<file path="config.mk">
export PLATFORM = sky130hd
export DESIGN_NAME = port_pin_override_mux
export DESIGN_NICKNAME = d
export VERILOG_FILES = /design/src/shared/port_mux_pkg.sv /design/src/shared/pin_override_if.sv /design/src/verilog/pin_override_cell.sv /design/src/verilog/port_pin_override_mux.sv
export SDC_FILE = /design/constraint.sdc
export NUM_CORES = 1
export LEC_CHECK = 0
export CELL_PAD_IN_SITES_DETAIL_PLACEMENT = 0
export CELL_PAD_IN_SITES_GLOBAL_PLACEMENT = 1
export CORE_AREA = 2 2 122 124
export CTS_CLUSTER_DIAMETER = 60
export DETAILED_ROUTE_END_ITERATION = 8
export DIE_AREA = 0 0 124 126
export DONT_BUFFER_PORTS = 1
export GPL_TIMING_DRIVEN = 0
export PLACE_DENSITY = 0.66
export SLEW_MARGIN = 20
export SYNTH_ARGS = -nofsm -noshare
export SYNTH_HDL_FRONTEND = slang
export SYNTH_SLANG_ARGS = --single-unit
</file>
<file path="constraint.sdc">
create_clock -name hclk -period 2.56 [get_ports hclk]
set_input_delay 0.512 -clock hclk [delete_from_list [all_inputs] [get_ports hclk]]
set_output_delay 0.512 -clock hclk [all_outputs]
set_load 0.02 [all_outputs]
</file>
<file path="src/shared/port_mux_pkg.sv">
/*
 * holds the register map, field positions, reset values and widths of the
 * port pin override block.
 * assumes a 32-bit AHB-Lite slave, one aligned word per register.
 */
package port_mux_pkg;

   // ---------------------------------------------------------------
   // widths
   // ---------------------------------------------------------------
   localparam int unsigned PIN_COUNT  = 8;
   localparam int unsigned DATA_W     = 32;
   localparam int unsigned ADDR_W     = 32;
   localparam int unsigned OFFS_W     = 8;

   // ---------------------------------------------------------------
   // register byte offsets
   // ---------------------------------------------------------------
   localparam logic [7:0] OFFS_DIRECTION   = 8'h00;  // pin_direction_bit per pin
   localparam logic [7:0] OFFS_OUT_LATCH   = 8'h04;  // pin_output_latch_bit per pin
   localparam logic [7:0] OFFS_IN_SAMPLE   = 8'h08;  // read sample, write one toggles
   localparam logic [7:0] OFFS_CONTROL     = 8'h0C;  // global bits
   localparam logic [7:0] OFFS_PCHG_SRC    = 8'h10;  // pin_change_irq_src mask
   localparam logic [7:0] OFFS_DIGIN_OFF   = 8'h14;  // analog_ch_digin_off per pin
   localparam logic [7:0] OFFS_PAD_STATUS  = 8'h18;  // live pad drive view

   // ---------------------------------------------------------------
   // control register fields
   // ---------------------------------------------------------------
   localparam int unsigned CTRL_PULLUP_OFF_BIT = 0;
   localparam int unsigned CTRL_GROUP0_EN_BIT  = 1;
   localparam int unsigned CTRL_W              = 2;

   // status register fields: byte lanes of the pad view
   localparam int unsigned STAT_OE_LSB     = 0;
   localparam int unsigned STAT_PULLUP_LSB = 8;
   localparam int unsigned STAT_DIN_EN_LSB = 16;

   // ---------------------------------------------------------------
   // reset values and constants
   // ---------------------------------------------------------------
   localparam logic [7:0]        PIN_RESET   = 8'h00;
   localparam logic [1:0]        CTRL_RESET  = 2'h0;
   localparam logic [31:0]       WORD_ZERO   = 32'h0000_0000;
   localparam logic [7:0]        OVR_TIE_OFF = 8'h00;  // unused override enables
   localparam logic              RESP_OKAY   = 1'b0;
   localparam logic [1:0]        HTRANS_NSEQ = 2'h2;

endpackage : port_mux_pkg

</file>
<file path="src/shared/pin_override_if.sv">
/*
 * holds the per-pin override bundle passed from the alternate function
 * owners to the override cell.
 * assumes one bit per pin, all on the I/O clock.
 */
interface pin_override_if;
   logic [7:0] pullup_override_en;
   logic [7:0] pullup_override_val;
   logic [7:0] dir_override_en;
   logic [7:0] dir_override_val;
   logic [7:0] outval_override_en;
   logic [7:0] outval_override_val;
   logic [7:0] latch_toggle_override_en;
   logic [7:0] input_en_override_en;
   logic [7:0] input_en_override_val;

   // alternate function owner drives every pair
   modport source (
      output pullup_override_en, pullup_override_val, dir_override_en,
             dir_override_val, outval_override_en, outval_override_val,
             latch_toggle_override_en, input_en_override_en,
             input_en_override_val
   );
   // override cell only reads them
   modport sink (
      input  pullup_override_en, pullup_override_val, dir_override_en,
             dir_override_val, outval_override_en, outval_override_val,
             latch_toggle_override_en, input_en_override_en,
             input_en_override_val
   );
endinterface : pin_override_if

</file>
<file path="src/verilog/pin_override_cell.sv">
/*
 * holds the combinational override selection for every pin of one port.
 * assumes register bits and overrides come from logic on the same clock.
 */
module pin_override_cell (
   // override bundle
   pin_override_if.sink    ovr,
   // port register bits
   input  wire logic [7:0] pin_direction_bit,
   input  wire logic [7:0] pin_output_latch_bit,
   // bits common to all ports
   input  wire logic       global_pullup_off,
   input  wire logic       sleep_clamp,
   // resolved pad controls
   output logic [7:0]      pull_up_on,
   output logic [7:0]      drive_en,
   output logic [7:0]      drive_val,
   output logic [7:0]      digital_in_en,
   output logic [7:0]      latch_toggle
);

   // ---------------------------------------------------------------
   // per-pin selection
   // ---------------------------------------------------------------
   genvar n;
   generate
      for (n = 0; n < port_mux_pkg::PIN_COUNT; n++) begin : g_pin
         wire logic plain_pullup;
         wire logic plain_din_en;

         // pull-up only for input, latch one, global disable clear
         assign plain_pullup = ({pin_direction_bit[n], pin_output_latch_bit[n],
                                 global_pullup_off} == 3'b010);
         assign pull_up_on[n] = ovr.pullup_override_en[n] ?
                                ovr.pullup_override_val[n] : plain_pullup;

         // direction bit set means output driver on
         assign drive_en[n] = ovr.dir_override_en[n] ?
                              ovr.dir_override_val[n] : pin_direction_bit[n];

         // value only reaches the pad while the driver is on
         assign drive_val[n] = ovr.outval_override_en[n] ?
                               ovr.outval_override_val[n] : pin_output_latch_bit[n];

         // sleep clamps the input unless an owner overrides it
         assign plain_din_en     = ~sleep_clamp;
         assign digital_in_en[n] = ovr.input_en_override_en[n] ?
                                   ovr.input_en_override_val[n] : plain_din_en;

         assign latch_toggle[n] = ovr.latch_toggle_override_en[n];
      end
   endgenerate

endmodule : pin_override_cell

</file>
<file path="src/verilog/port_pin_override_mux.sv">
/*
 * holds the port A pin logic: direction, output latch and input sample
 * registers on AHB-Lite, the pin-change and analog-channel owners' override
 * terms, and the pad controls.
 * assumes one clock, pad levels arriving asynchronously, a pull-up and
 * driver outside that act on the pad control outputs.
 */
// Our own choices: the register addresses and the AHB-Lite interface to the registers.

// Notes on behaviour
// no override: pull-up when dir,latch,off = 010
// pull-up override enable: pull-up follows value
// driver from direction bit unless overridden
// direction override value switches driver directly
// driven level from value override or latch
// value override wins over latch contents
// toggle override enable inverts the latch
// input enable follows sleep unless overridden
// input enable override value decides input
// raw input after input gate, before synchroniser
// consumers synchronise raw input themselves
// analog line wired straight to pad
// strobes per port, globals shared, overrides per pin
// overrides made by owning peripheral logic
// pin n: analog channel n, pin-change n
// port A: only input-enable override used
// direction one is output, zero input
// writing one to sample bit toggles latch
// unused override enables tied inactive
module port_pin_override_mux (
   // clock and reset
   input  wire logic        hclk,
   input  wire logic        hresetn,
   // ahb-lite slave
   input  wire logic        hsel,
   input  wire logic [31:0] haddr,
   input  wire logic [1:0]  htrans,
   input  wire logic        hwrite,
   input  wire logic [2:0]  hsize,
   input  wire logic [31:0] hwdata,
   input  wire logic        hready,
   output logic      [31:0] hrdata,
   output logic             hreadyout,
   output logic             hresp,
   // controller state, common to all ports
   input  wire logic        sleep_clamp,
   // pads
   input  wire logic [7:0]  pad_in,
   output logic      [7:0]  pad_out,
   output logic      [7:0]  pad_oe,
   output logic      [7:0]  pad_pullup_en,
   output logic      [7:0]  pad_digital_in_en,
   // alternate function views
   output logic      [7:0]  alt_func_raw_input,
   output logic      [7:0]  pad_analog_line
);

   // ---------------------------------------------------------------
   // declarations
   // ---------------------------------------------------------------
   logic [7:0]  dir_reg,      dir_next;
   logic [7:0]  latch_reg,    latch_next;
   logic [1:0]  ctrl_reg,     ctrl_next;
   logic [7:0]  pchg_reg,     pchg_next;
   logic [7:0]  digoff_reg,   digoff_next;
   logic [7:0]  sync1_reg;
   logic [7:0]  sync2_reg;
   logic [7:0]  sample_reg;
   logic [7:0]  out_reg,      oe_reg;
   logic [7:0]  pull_reg,     din_en_reg;
   logic [31:0] rdata_reg,    rdata_next;
   logic        wr_pend_reg;
   logic [7:0]  wr_offs_reg;

   wire logic       addr_phase;
   wire logic       wr_dir;
   wire logic       wr_latch;
   wire logic       wr_sample;
   wire logic       wr_ctrl;
   wire logic       wr_pchg;
   wire logic       wr_digoff;
   wire logic [7:0] wbyte;
   wire logic [7:0] toggle_mask;
   wire logic [7:0] pchg_active;
   wire logic [7:0] pull_now, oe_now, val_now, din_now, ovr_toggle;
   wire logic [7:0] rd_offs;
   wire logic       global_pullup_off;
   wire logic       pin_change_group0_en;

   pin_override_if ovr_bus ();

   // ---------------------------------------------------------------
   // bus decode
   // ---------------------------------------------------------------
   // nonseq or seq on a ready cycle; no wait states are ever added
   assign addr_phase = hsel & hready & htrans[1];
   assign rd_offs    = haddr[port_mux_pkg::OFFS_W-1:0];
   assign wbyte      = hwdata[7:0];

   // one strobe per register, shared by all eight pins
   assign wr_dir    = wr_pend_reg & (wr_offs_reg == port_mux_pkg::OFFS_DIRECTION);
   assign wr_latch  = wr_pend_reg & (wr_offs_reg == port_mux_pkg::OFFS_OUT_LATCH);
   assign wr_sample = wr_pend_reg & (wr_offs_reg == port_mux_pkg::OFFS_IN_SAMPLE);
   assign wr_ctrl   = wr_pend_reg & (wr_offs_reg == port_mux_pkg::OFFS_CONTROL);
   assign wr_pchg   = wr_pend_reg & (wr_offs_reg == port_mux_pkg::OFFS_PCHG_SRC);
   assign wr_digoff = wr_pend_reg & (wr_offs_reg == port_mux_pkg::OFFS_DIGIN_OFF);

   // write phase is one cycle after the address phase
   always_ff @(posedge hclk or negedge hresetn) begin
      if (!hresetn) begin
         wr_pend_reg <= 1'b0;
         wr_offs_reg <= port_mux_pkg::PIN_RESET;
      end else begin
         wr_pend_reg <= addr_phase & hwrite;
         wr_offs_reg <= rd_offs;
      end
   end

   // ---------------------------------------------------------------
   // global control bits
   // ---------------------------------------------------------------
   assign global_pullup_off    = ctrl_reg[port_mux_pkg::CTRL_PULLUP_OFF_BIT];
   assign pin_change_group0_en = ctrl_reg[port_mux_pkg::CTRL_GROUP0_EN_BIT];

   // ---------------------------------------------------------------
   // register next values
   // ---------------------------------------------------------------
   // a word store and a toggle in one cycle: store first, toggle on top
   assign toggle_mask = (wr_sample ? wbyte : port_mux_pkg::PIN_RESET)
                        | ovr_toggle;

   assign dir_next    = wr_dir    ? wbyte : dir_reg;
   assign latch_next  = (wr_latch ? wbyte : latch_reg) ^ toggle_mask;
   assign ctrl_next   = wr_ctrl   ? hwdata[port_mux_pkg::CTRL_W-1:0] : ctrl_reg;
   assign pchg_next   = wr_pchg   ? wbyte : pchg_reg;
   assign digoff_next = wr_digoff ? wbyte : digoff_reg;

   // software-visible port registers
   always_ff @(posedge hclk or negedge hresetn) begin
      if (!hresetn) begin
         dir_reg    <= port_mux_pkg::PIN_RESET;
         latch_reg  <= port_mux_pkg::PIN_RESET;
         ctrl_reg   <= port_mux_pkg::CTRL_RESET;
         pchg_reg   <= port_mux_pkg::PIN_RESET;
         digoff_reg <= port_mux_pkg::PIN_RESET;
      end else begin
         dir_reg    <= dir_next;
         latch_reg  <= latch_next;
         ctrl_reg   <= ctrl_next;
         pchg_reg   <= pchg_next;
         digoff_reg <= digoff_next;
      end
   end

   // ---------------------------------------------------------------
   // port a alternate function owners
   // ---------------------------------------------------------------
   // pin n carries pin-change source n and analog channel n
   assign pchg_active = pchg_reg & {port_mux_pkg::PIN_COUNT{pin_change_group0_en}};

   // these terms stand for the pin-change and converter logic that owns them
   assign ovr_bus.pullup_override_en       = port_mux_pkg::OVR_TIE_OFF;
   assign ovr_bus.pullup_override_val      = port_mux_pkg::OVR_TIE_OFF;
   assign ovr_bus.dir_override_en          = port_mux_pkg::OVR_TIE_OFF;
   assign ovr_bus.dir_override_val         = port_mux_pkg::OVR_TIE_OFF;
   assign ovr_bus.outval_override_en       = port_mux_pkg::OVR_TIE_OFF;
   assign ovr_bus.outval_override_val      = port_mux_pkg::OVR_TIE_OFF;
   assign ovr_bus.latch_toggle_override_en = port_mux_pkg::OVR_TIE_OFF;
   assign ovr_bus.input_en_override_en     = pchg_active | digoff_reg;
   assign ovr_bus.input_en_override_val    = pchg_active;

   // ---------------------------------------------------------------
   // override selection
   // ---------------------------------------------------------------
   pin_override_cell u_cell (
      .ovr                  (ovr_bus),
      .pin_direction_bit    (dir_reg),
      .pin_output_latch_bit (latch_reg),
      .global_pullup_off    (global_pullup_off),
      .sleep_clamp          (sleep_clamp),
      .pull_up_on           (pull_now),
      .drive_en             (oe_now),
      .drive_val            (val_now),
      .digital_in_en        (din_now),
      .latch_toggle         (ovr_toggle)
   );

   // pad controls registered so no glitch from decode reaches the pad
   always_ff @(posedge hclk or negedge hresetn) begin
      if (!hresetn) begin
         oe_reg     <= port_mux_pkg::PIN_RESET;  // tri-stated in reset
         out_reg    <= port_mux_pkg::PIN_RESET;
         pull_reg   <= port_mux_pkg::PIN_RESET;
         din_en_reg <= port_mux_pkg::PIN_RESET;
      end else begin
         oe_reg     <= oe_now;
         out_reg    <= val_now & oe_now;
         pull_reg   <= pull_now;
         din_en_reg <= din_now;
      end
   end

   // ---------------------------------------------------------------
   // input path
   // ---------------------------------------------------------------
   // raw gated level for owners; they add their own synchroniser
   assign alt_func_raw_input = pad_in & din_en_reg;

   // analog owners see the pad itself, no gate in the way
   assign pad_analog_line = pad_in;

   // two-stage synchroniser, then the software sample register
   always_ff @(posedge hclk or negedge hresetn) begin
      if (!hresetn) begin
         sync1_reg  <= port_mux_pkg::PIN_RESET;
         sync2_reg  <= port_mux_pkg::PIN_RESET;
         sample_reg <= port_mux_pkg::PIN_RESET;
      end else begin
         sync1_reg  <= pad_in;
         sync2_reg  <= sync1_reg;
         sample_reg <= sync2_reg & din_en_reg;
      end
   end

   // ---------------------------------------------------------------
   // read data
   // ---------------------------------------------------------------
   // read mux works on next values so a read right behind a write sees it
   always_comb begin
      rdata_next = port_mux_pkg::WORD_ZERO;
      if (addr_phase && !hwrite) begin
         unique case (rd_offs)
            port_mux_pkg::OFFS_DIRECTION:
               rdata_next[7:0] = dir_next;
            port_mux_pkg::OFFS_OUT_LATCH:
               rdata_next[7:0] = latch_next;
            port_mux_pkg::OFFS_IN_SAMPLE:
               rdata_next[7:0] = sample_reg;
            port_mux_pkg::OFFS_CONTROL:
               rdata_next[port_mux_pkg::CTRL_W-1:0] = ctrl_next;
            port_mux_pkg::OFFS_PCHG_SRC:
               rdata_next[7:0] = pchg_next;
            port_mux_pkg::OFFS_DIGIN_OFF:
               rdata_next[7:0] = digoff_next;
            port_mux_pkg::OFFS_PAD_STATUS: begin
               rdata_next[port_mux_pkg::STAT_OE_LSB +: 8]     = oe_reg;
               rdata_next[port_mux_pkg::STAT_PULLUP_LSB +: 8] = pull_reg;
               rdata_next[port_mux_pkg::STAT_DIN_EN_LSB +: 8] = din_en_reg;
            end
            default:
               rdata_next = port_mux_pkg::WORD_ZERO;   // unmapped reads zero
         endcase
      end
   end

   // read data holds through the data phase
   always_ff @(posedge hclk or negedge hresetn) begin
      if (!hresetn) begin
         rdata_reg <= port_mux_pkg::WORD_ZERO;
      end else if (addr_phase) begin
         rdata_reg <= rdata_next;
      end
   end

   // ---------------------------------------------------------------
   // outputs
   // ---------------------------------------------------------------
   assign hrdata            = rdata_reg;
   assign hreadyout         = 1'b1;                       // never stalls
   assign hresp             = port_mux_pkg::RESP_OKAY;    // always okay
   assign pad_out           = out_reg;
   assign pad_oe            = oe_reg;
   assign pad_pullup_en     = pull_reg;
   assign pad_digital_in_en = din_en_reg;

   // hsize is accepted but only whole words are expected
   wire logic unused_bus = ^{hsize, haddr[31:8], hwdata[31:8]};

endmodule : port_pin_override_mux
</file>
==> results of run 1 <==
-- metal layers --
layer	wire, um	GRT usage [%]	up-vias
met5	0	0	-
met1	5380	22.2	1623
met4	367	8.39	0
met2	6010	26.6	140
met3	1130	5.98	30
li1	-	-	1482
-- cells by family (layout without fill, tap and decap cells) --
group                  after synthesis  count (layout)  synth area share [%]
flip-flops                         123             123                  62.2
AND/OR/NAND/NOR                    116             116                  13.7
AO/OA/AOI/OAI                       80              80                  11.6
buffers and inverters               41              77                  4.52
multiplexers                        36              36                  7.83
other                                2              10                 0.152
-- repair_timing --
item,4_1_cts,5_1_grt
setup endpoints to repair,3,2
setup buffers,2,2
endpoints found under the hold margin,123,123
pin swaps,1,0
resized for setup,2,0
-- synth_stat cells (2+ instances only) --
library cell  count  area share (%)
a211oi_1          4            0.61
a21oi_1          13             1.3
a221o_1           2            0.40
a22o_1           20             3.5
a22oi_1           5            0.76
a31oi_1           4            0.51
a41oi_1           5            0.88
and2_1           26             3.3
and3_1            2            0.25
buf_1             2            0.15
buf_2             2            0.20
buf_4            18             2.7
clkbuf_1         10            0.76
conb_1            2            0.15
dfrtp_1         123              62
inv_1             9            0.68
mux2_2           18             4.1
mux2i_1          17             3.4
nand2_1          24             1.8
nand2b_1          3            0.38
nand3_1           6            0.61
nand3_4           2            0.71
nand4_1           3            0.38
nor2_1           14             1.1
nor3_1           11             1.1
nor3b_1           9             1.4
nor4_1            4            0.51
nor4b_1           2            0.35
o21ai_0          14             1.4
o221ai_1          3            0.53
o22ai_1           2            0.25
o2bb2ai_1         6             1.1
o31ai_1           2            0.30
or2_2             2            0.25
-- power groups by stage --
| stage | sequential, mW | combinational, mW | clock (mW) |
|---|---|---|---|
| 2_1_floorplan | 2.07 | 0.134 | 0 |
| 3_3_place_gp | 2.08 | 0.160 | 0 |
| 3_5_place_dp | 2.08 | 0.163 | 0 |
| 4_1_cts | 2.05 | 0.165 | 2.64 |
| 5_1_grt | 2.05 | 0.180 | 2.74 |
| 6_report | 2.05 | 0.165 | 2.59 |
-- cell type report --
type,count,area [um^2]
Clock buffer,26,519
Sequential cell,123,3080
Fill cell,1353,8400
Inverter,9,33.8
Timing Repair Buffer,4,30.0
Buffer,32,193
Multi-Input combinational cell,242,1700
Clock inverter,6,130
Tap cell,184,230
-- stage by stage --
step	std cells	setup slack, ns	util (%)
after global routing	626	0.00357	41.3
after floorplan	406	0.292	-
after global placement	590	-0.603	36.4
after detailed placement	590	-0.353	36.5
final	626	0.0843	41.3
after CTS	624	0.0531	41.2
-- critical path, delay by kind of cell --
family                 cells  cell delay, ns
buffers and inverters      1            0.34
AND/OR/NAND/NOR            4            1.14
AO/OA/AOI/OAI              2            0.80
-- worst max-delay path by stage --
stage	start	cells past startpoint	endpoint	slack, ns
5_1_grt	wr_offs_reg[7]$_DFF_PN0_	7	hrdata[0]$_DFFE_PN0P_	0.004
3_5_place_dp	haddr[5]	6	hrdata[6]$_DFFE_PN0P_	-0.35
3_3_place_gp	htrans[1]	5	hrdata[22]$_DFFE_PN0P_	-0.60
4_1_cts	wr_offs_reg[5]$_DFF_PN0_	7	hrdata[0]$_DFFE_PN0P_	0.05
6_report	haddr[5]	7	hrdata[5]$_DFFE_PN0P_	0.08
2_1_floorplan	wr_offs_reg[2]$_DFF_PN0_	7	hrdata[0]$_DFFE_PN0P_	0.29
==> results.md, run 1 <==
- Worst Path Arrival: 2.81 ns
- Slowest-stage cell, CP: a21oi_1
- GR Overflow Total: 0
- Largest net degree at the start of global routing: 124
- Cell-by-cell trace of the critical path: or3_1 > or4_1 > a21oi_1 > and2_1 > clkbuf_1 > a22oi_1 > nand2_1
- First DRT Iteration DRCs: 204
- Final hold vios: 123
- Placed cell area: 5230 um^2
- CP startpoint kind: input pin
- Commonest non-fill, non-tap cell in the layout: dfrtp_1
- Sw Pwr: 0.960 mW
- Min-Delay Path Class: input pin to async pin
- Seq/Total Area, Yosys: 62.2%
- Yosys Warn Count: 0
- Worst path max stage delay: 0.68 ns
- CP Max Fanout: 7
- Initial antenna violation count: 0
- Via count: 3275
- Clk sink count: 123
- Vias/cell: 5.23
- NumNets Final: 512
- DR WL/cell: 20.6 um
- DRC viols: 0
- Reg clk slew, reported paths: 0.05 ns
- Die Ht: 126 um
- Netlist cell types: 43
- Core Rows: 44
- WP data required: 2.90 ns
- Port bufs: 0
- Share of cells above drive strength 1: 18.6%
- Reg power frac: 42.6%
- Slew Limit Headroom: 36.6%
- Post-Syn Area per Cell: 12.4 um^2
- Die area: 15600 um^2
- Initial DRT Pass Iterations: 4
- Final Cycle Share: 96.7%
- CTS tree: yes
- Final design instance area without fill: 5910 um^2
- LEAKAGE: 2.72 nW
- CTS Root Cell: clkbuf_16
- Total power: 4.81 mW
- Final hold slack: -0.198 ns
- Vias in the first global route: 3365
- Hpwl dp: 8.42 mm
- Max Slew Vio Count: 0
- Most frequent cells in the layout: dfrtp_1, and2_1, nand2_1
- Max FFs per register: 24
- Clock power share: 53.9%
- CORE AREA: 14300 um^2
- CTS Buf Count: 17
- Final Setup Violations: 0
- CTS H-tree depth: 4
- Number of flops mapped to enable cells by yosys: 0
- R2R Path End: hrdata[4]$_DFFE_PN0P_
- Post-synthesis cell area: 4950 um^2
- Flop-to-flop setup slack: 0.12 ns
- Number of synthesized register bits: 123
- Fin crit period: 2.48 ns
- First-pass GRT wire length: 19.7 mm
- I/O Pins: 165
- Worst Tran Pin Value: 0.951 ns
- Worst skew pair latency: 0.41 ns
- Power density cells: 812 nW/um^2
- Mapped Cells: 398
- Sw frac: 20.0%
- Final setup skew: 0.00617 ns
- FF-to-FF path depth: 8
- Ant. Diodes: 0
- Top FF cell, synth: dfrtp_1
- Comb power frac: 3.4%
- Critical path capture point type: flop
- Area Overhead vs Synth: 19.5%
- Die Span X: 124 um
- Status: complete, but fails checks
- Peak VDD IR: 0.444 mV
- Int Power: 3.85 mW
- Setup_tns: 0 ns
- Detailed-route wire length: 12.9 mm
- Peak Freq: 404 MHz
- Reg2Reg Launch Point: wr_offs_reg[5]$_DFF_PN0_
- Detail Route Antenna Nets: 0
- Initial cell density of the core: 34.6%
- Async set-reset flop share out of synthesis: 100%
- Failing checks: hold timing
- Kind of critical path: input pin to flop
- RSZ-0062 raised after global routing: false
- Gr usage total: 17.5%
- Maximum capacitance violations: 0
- Final GP Congestion: 0.795
- Max Root-Sink Buffers: 2
No activity file was read; power rests on OpenSTA's default activity.
==> run 2: changes to the inputs <==
--- a/config.mk
+++ b/config.mk
@@ -12,7 +12,6 @@
 export DETAILED_ROUTE_END_ITERATION = 8
 export DIE_AREA = 0 0 124 126
 export DONT_BUFFER_PORTS = 1
-export GPL_TIMING_DRIVEN = 0
 export PLACE_DENSITY = 0.66
 export SLEW_MARGIN = 20
 export SYNTH_ARGS = -nofsm -noshare
==> results.md, run 2 (synthesis results as in run 1) <==
- Status: complete, but fails checks
- Failing checks: hold timing
- Setup Buffers After CTS: 0
- Detail Route Antenna Nets: 0
- Detailed-route wire length: 12.3 mm
- Most frequent cells in the layout: dfrtp_1, and2_1, nand2_1
- Die area: 15600 um^2
- Setup_tns: 0 ns
- Die Span X: 124 um
- CTS H-tree depth: 4
- Clk sink count: 123
- Area Overhead vs Synth: 16.4%
- Area of the multi-input gates: 1700 um^2
- Power density cells: 798 nW/um^2
- Slew Limit Headroom: 57.9%
- Final hold slack: -0.201 ns
- Initial antenna violation count: 0
- Die Ht: 126 um
- Filler instances: 1377
- First DRT Iteration DRCs: 240
- NumNets Final: 490
- Final setup skew: 0.0151 ns
- Via count: 3161
- Largest net degree at the start of global routing: 124
- CP startpoint kind: flop
- Final Setup Violations: 0
- Max Root-Sink Buffers: 2
- Vias in the first global route: 3322
- Max FFs per register: 24
- Initial DRT Pass Iterations: 4
- DP Worst Slack: -0.0488 ns
- Peak Freq: 405 MHz
- Max Slew Vio Count: 0
- Critical path capture point type: flop
- DRC viols: 0
- WP data required: 2.85 ns
- Reg clk slew, reported paths: 0.06 ns
- CP Max Fanout: 4
- Core Rows: 44
- Min-Delay Path Class: input pin to async pin
- Worst Path Arrival: 2.76 ns
- CTS tree: yes
- Register area: 3080 um^2
- Kind of critical path: flop to flop
- Worst Tran Pin Value: 0.626 ns
- Final GP Congestion: 0.832
- GR Overflow Total: 0
- Final hold vios: 123
- Worst skew pair latency: 0.42 ns
- Gr usage total: 16.9%
- CTS Root Cell: clkbuf_16
- Final Cycle Share: 96.5%
- Total power: 4.59 mW
- I/O Pins: 165
- Ant. Diodes: 0
- Fin crit period: 2.47 ns
- Final WS setup: 0.0902 ns
- Maximum capacitance violations: 0
- DR WL/cell: 20.4 um
- CTS Buf Count: 17
- Share of cells above drive strength 1: 17.9%
- Commonest non-fill, non-tap cell in the layout: dfrtp_1
- Hpwl dp: 8.18 mm
- Peak VDD IR: 0.437 mV
- Initial cell density of the core: 34.6%
- Vias/cell: 5.23
- CORE AREA: 14300 um^2
- RSZ-0062 raised after global routing: false
- Port bufs: 0
- First-pass GRT wire length: 19.0 mm
- LEAKAGE: 2.63 nW
==> run 2: final timing paths <==
path,start,to,slack (ns),cells after the start
max in group asynchronous,hresetn,pchg_reg[6]$_DFF_PN0_,2.62,0
worst min-delay path,hresetn,hrdata[18]$_DFFE_PN0P_,-0.20,0
min in group hclk,haddr[6],wr_offs_reg[6]$_DFF_PN0_,0.12,0
worst min register to register,sync1_reg[6]$_DFF_PN0_,sync2_reg[6]$_DFF_PN0_,0.35,0
worst max register to register,wr_offs_reg[5]$_DFF_PN0_,hrdata[0]$_DFFE_PN0P_,0.09,7
worst max-delay path,wr_offs_reg[5]$_DFF_PN0_,hrdata[0]$_DFFE_PN0P_,0.09,7
==> run 2: timing repair <==
item                                    CTS  global route
hold endpoints to repair                123           123
pin swaps                                 0             1
gates resized for setup                   1             2
endpoints found under the setup margin    2             2
==> run 2: area by class of cell <==
cell class	count	area share [%]
flip-flops and latches	123	53.4
multi-input cells	242	29.6
clock buffers	18	7.62
well taps	184	4.00
clock inverters	14	2.98
repair buffers	14	1.82
inverters	9	0.586
==> run 2: where the power goes <==
group | total (mW) | leakage, nW | internal [mW] | switching [mW]
clock network | 2.42 | 0.292 | 1.56 | 0.866
registers | 2.05 | 1.60 | 2.00 | 0.0531
logic | 0.120 | 0.744 | 0.0452 | 0.0747
==> run 2: per-stage QoR <==
step	cell area (um^2)	util [%]	hold slack, ns	cells
6_report	5760	40.2	-0.201	604
5_1_grt	5760	40.2	-0.228	604
4_1_cts	5750	40.2	-0.228	604
3_5_place_dp	5130	35.9	0.219	572
3_3_place_gp	5130	35.9	0.220	572
2_1_floorplan	4980	-	0.216	406
==> run 2: critical path, stage by stage (launching register included) <==
cell and delay (ns):
dfrtp_1 0.40, or4b_4 0.59, nor3b_4 0.26, buf_4 0.18
mux2_2 0.34, a22o_1 0.21, a211oi_1 0.24, a21oi_1 0.10
==> run 2: routing by layer <==
| layer | up-vias | track usage [%] | wire length (um) | part of all wire [%] |
|---|---|---|---|---|
| met5 | - | 0 | 0 | 0 |
| met4 | 0 | 7.34 | 286 | 2.3 |
| met3 | 22 | 6.97 | 1090 | 8.8 |
| met2 | 130 | 26.3 | 5930 | 48 |
| met1 | 1578 | 20.7 | 5030 | 41 |
| li1 | 1431 | - | - | - |
==> run 3: changes to the inputs <==
--- a/config.mk
+++ b/config.mk
@@ -7,12 +7,13 @@
 export LEC_CHECK = 0
 export CELL_PAD_IN_SITES_DETAIL_PLACEMENT = 0
 export CELL_PAD_IN_SITES_GLOBAL_PLACEMENT = 1
-export CORE_AREA = 2 2 122 124
+export CORE_AREA = 2 2 108 110
 export CTS_CLUSTER_DIAMETER = 60
 export DETAILED_ROUTE_END_ITERATION = 8
-export DIE_AREA = 0 0 124 126
+export DIE_AREA = 0 0 110 112
 export DONT_BUFFER_PORTS = 1
-export PLACE_DENSITY = 0.66
+export MAX_ROUTING_LAYER = met4
+export PLACE_DENSITY = 0.8
 export SLEW_MARGIN = 20
 export SYNTH_ARGS = -nofsm -noshare
 export SYNTH_HDL_FRONTEND = slang
==> constraint.sdc (replaced) <==
create_clock -name hclk -period 2.56 [get_ports hclk]
set_input_delay 0.128 -clock hclk [delete_from_list [all_inputs] [get_ports hclk]]
set_output_delay 0.128 -clock hclk [all_outputs]
set_load 0.02 [all_outputs]
==> results.md, run 3 (synthesis results as in run 1) <==
- Status: complete, but fails checks
- Failing checks: hold timing
- DRC viols: 0
- CP startpoint kind: flop
- Int Power: 3.77 mW
- WP data required: 2.85 ns
- Final setup skew: 0.00646 ns
- Detailed-route wire length: 12.1 mm
- FF-to-FF path depth: 7
- Fin crit period: 2.41 ns
- Max Root-Sink Buffers: 2
- Register area: 3080 um^2
- Final design instance area without fill: 5970 um^2
- Core Rows: 39
- Vias/cell: 5.57
- Cells after DPL: 529
- Area of the multi-input gates: 1700 um^2
- Total power: 4.76 mW
- Hpwl dp: 7.59 mm
- Min-Delay Path Class: input pin to async pin
- CTS H-tree depth: 4
- Worst Tran Pin Value: 0.623 ns
- Gr usage total: 21.6%
- Non-filler cells, final: 587
- Ant. Diodes: 0
- R2R Path End: hrdata[0]$_DFFE_PN0P_
- Die Span X: 110 um
- Reg clk slew, reported paths: 0.06 ns
- Slew Limit Headroom: 58.3%
- Die area: 12300 um^2
- NumNets Final: 514
- Initial antenna violation count: 0
- Clock power share: 53.4%
- Initial cell density of the core: 44.3%
- Area Overhead vs Synth: 20.7%
- Peak Freq: 416 MHz
- Worst Path Arrival: 2.70 ns
- Kind of critical path: flop to flop
- First DRT Iteration DRCs: 264
- Sw frac: 20.7%
- Final WS setup: 0.154 ns
- Final hold slack: -0.589 ns
- Setup_tns: 0 ns
- Commonest non-fill, non-tap cell in the layout: dfrtp_1
- Detail Route Antenna Nets: 0
- Maximum capacitance violations: 0
- RSZ-0062 raised after global routing: false
- Reg power frac: 43.2%
- Initial DRT Pass Iterations: 4
- Peak VDD IR: 0.576 mV
- Comb power frac: 3.4%
- Port bufs: 0
- Via count: 3267
- DR WL/cell: 20.6 um
- Share of cells above drive strength 1: 16.2%
- Fin util: 53.5%
- GR Overflow Total: 0
- Max FFs per register: 24
- Flop-to-flop setup slack: 0.15 ns
- Clk sink count: 123
- Max Slew Vio Count: 0
- Final GP Congestion: 0.915
- LEAKAGE: 2.74 nW
- Final Setup Violations: 0
- CP Max Fanout: 4
- I/O Pins: 165
- CTS Buf Count: 17
- DP Worst Slack: 0.0101 ns
- Hold Buf Count CTS: 26
- Sw Pwr: 0.984 mW
- Reg2Reg Launch Point: wr_offs_reg[5]$_DFF_PN0_
- Die Ht: 112 um
- First-pass GRT wire length: 18.5 mm
- Largest net degree at the start of global routing: 124
- Critical path capture point type: flop
- Worst skew pair latency: 0.41 ns
- CTS tree: yes
- Final hold vios: 123
- Final Cycle Share: 94.0%
- Most frequent cells in the layout: dfrtp_1, and2_1, dlygate4sd3_1
- Filler instances: 944
- Placed cell area: 5070 um^2
- CTS Root Cell: clkbuf_16
- Vias in the first global route: 3368
- CORE AREA: 11200 um^2
- Power density cells: 796 nW/um^2
[run 3: changes by cell type in the layout (fill, tap and decap cells not counted)]
| cell | previous run | this run |
|---|---|---|
| dlygate4sd3_1 | 0 | 26 |
| clkinv_4 | 4 | 1 |
| buf_4 | 14 | 12 |
| clkbuf_8 | 1 | 3 |
| bufinv_16 | 3 | 4 |
| clkbuf_1 | 0 | 1 |
| inv_6 | 1 | 0 |
| nor3b_2 | 0 | 1 |
| nor3b_4 | 1 | 0 |
[run 3: worst max-delay path by stage]
stage | start | end | slack, ns | cells after the start
final | wr_offs_reg[5]$_DFF_PN0_ | hrdata[0]$_DFFE_PN0P_ | 0.15 | 7
after global routing | wr_offs_reg[5]$_DFF_PN0_ | hrdata[0]$_DFFE_PN0P_ | 0.02 | 7
after CTS | wr_offs_reg[5]$_DFF_PN0_ | hrdata[0]$_DFFE_PN0P_ | 0.1 | 7
after detailed placement | wr_offs_reg[5]$_DFF_PN0_ | hrdata[0]$_DFFE_PN0P_ | 0.01 | 7
after global placement | wr_offs_reg[5]$_DFF_PN0_ | hrdata[0]$_DFFE_PN0P_ | 0.009 | 7
after floorplan | wr_offs_reg[2]$_DFF_PN0_ | hrdata[0]$_DFFE_PN0P_ | 0.29 | 7
[run 3: power groups by stage]
stage	Combinational [mW]	Clock [mW]	Sequential, mW
floorplan	0.134	0	2.07
finish	0.164	2.54	2.05
global route	0.179	2.70	2.06
global placement	0.116	0	2.08
detailed placement	0.118	0	2.09
CTS	0.164	2.58	2.05
[run 3: layout make-up]
cell class | instances | area share [%]
Clock buffer | 21 | 7.87
Clock inverter | 11 | 2.79
Inverter | 9 | 0.565
Multi-Input combinational cell | 242 | 28.4
Sequential cell | 123 | 51.5
Tap cell | 143 | 2.99
Timing Repair Buffer | 38 | 5.86
[run 3: timing repair]
| item | 4_1_cts | 5_1_grt |
|---|---|---|
| pin swaps | 0 | 1 |
| gates resized for setup | 1 | 1 |
| hold endpoints to repair | 184 | 123 |
| endpoints found under the setup margin | 2 | 1 |
| buffers inserted | 0 | 0 |
[run 3: worst max-delay path, stage by stage, from the launching register on]
cell and delay [ns]:
dfrtp_1 0.41, or4b_4 0.57, nor3b_2 0.25, buf_4 0.18, mux2_2 0.35, a22o_1 0.21, a211oi_1 0.22, a21oi_1 0.10
[run 3: layer usage]
layer	GRT usage [%]	routed length (um)	up-vias
met1	27.6	5020	1641
met3	8.31	1170	19
met4	8.44	212	0
met2	30.8	5700	130
met5	-	0	-
li1	-	-	1477
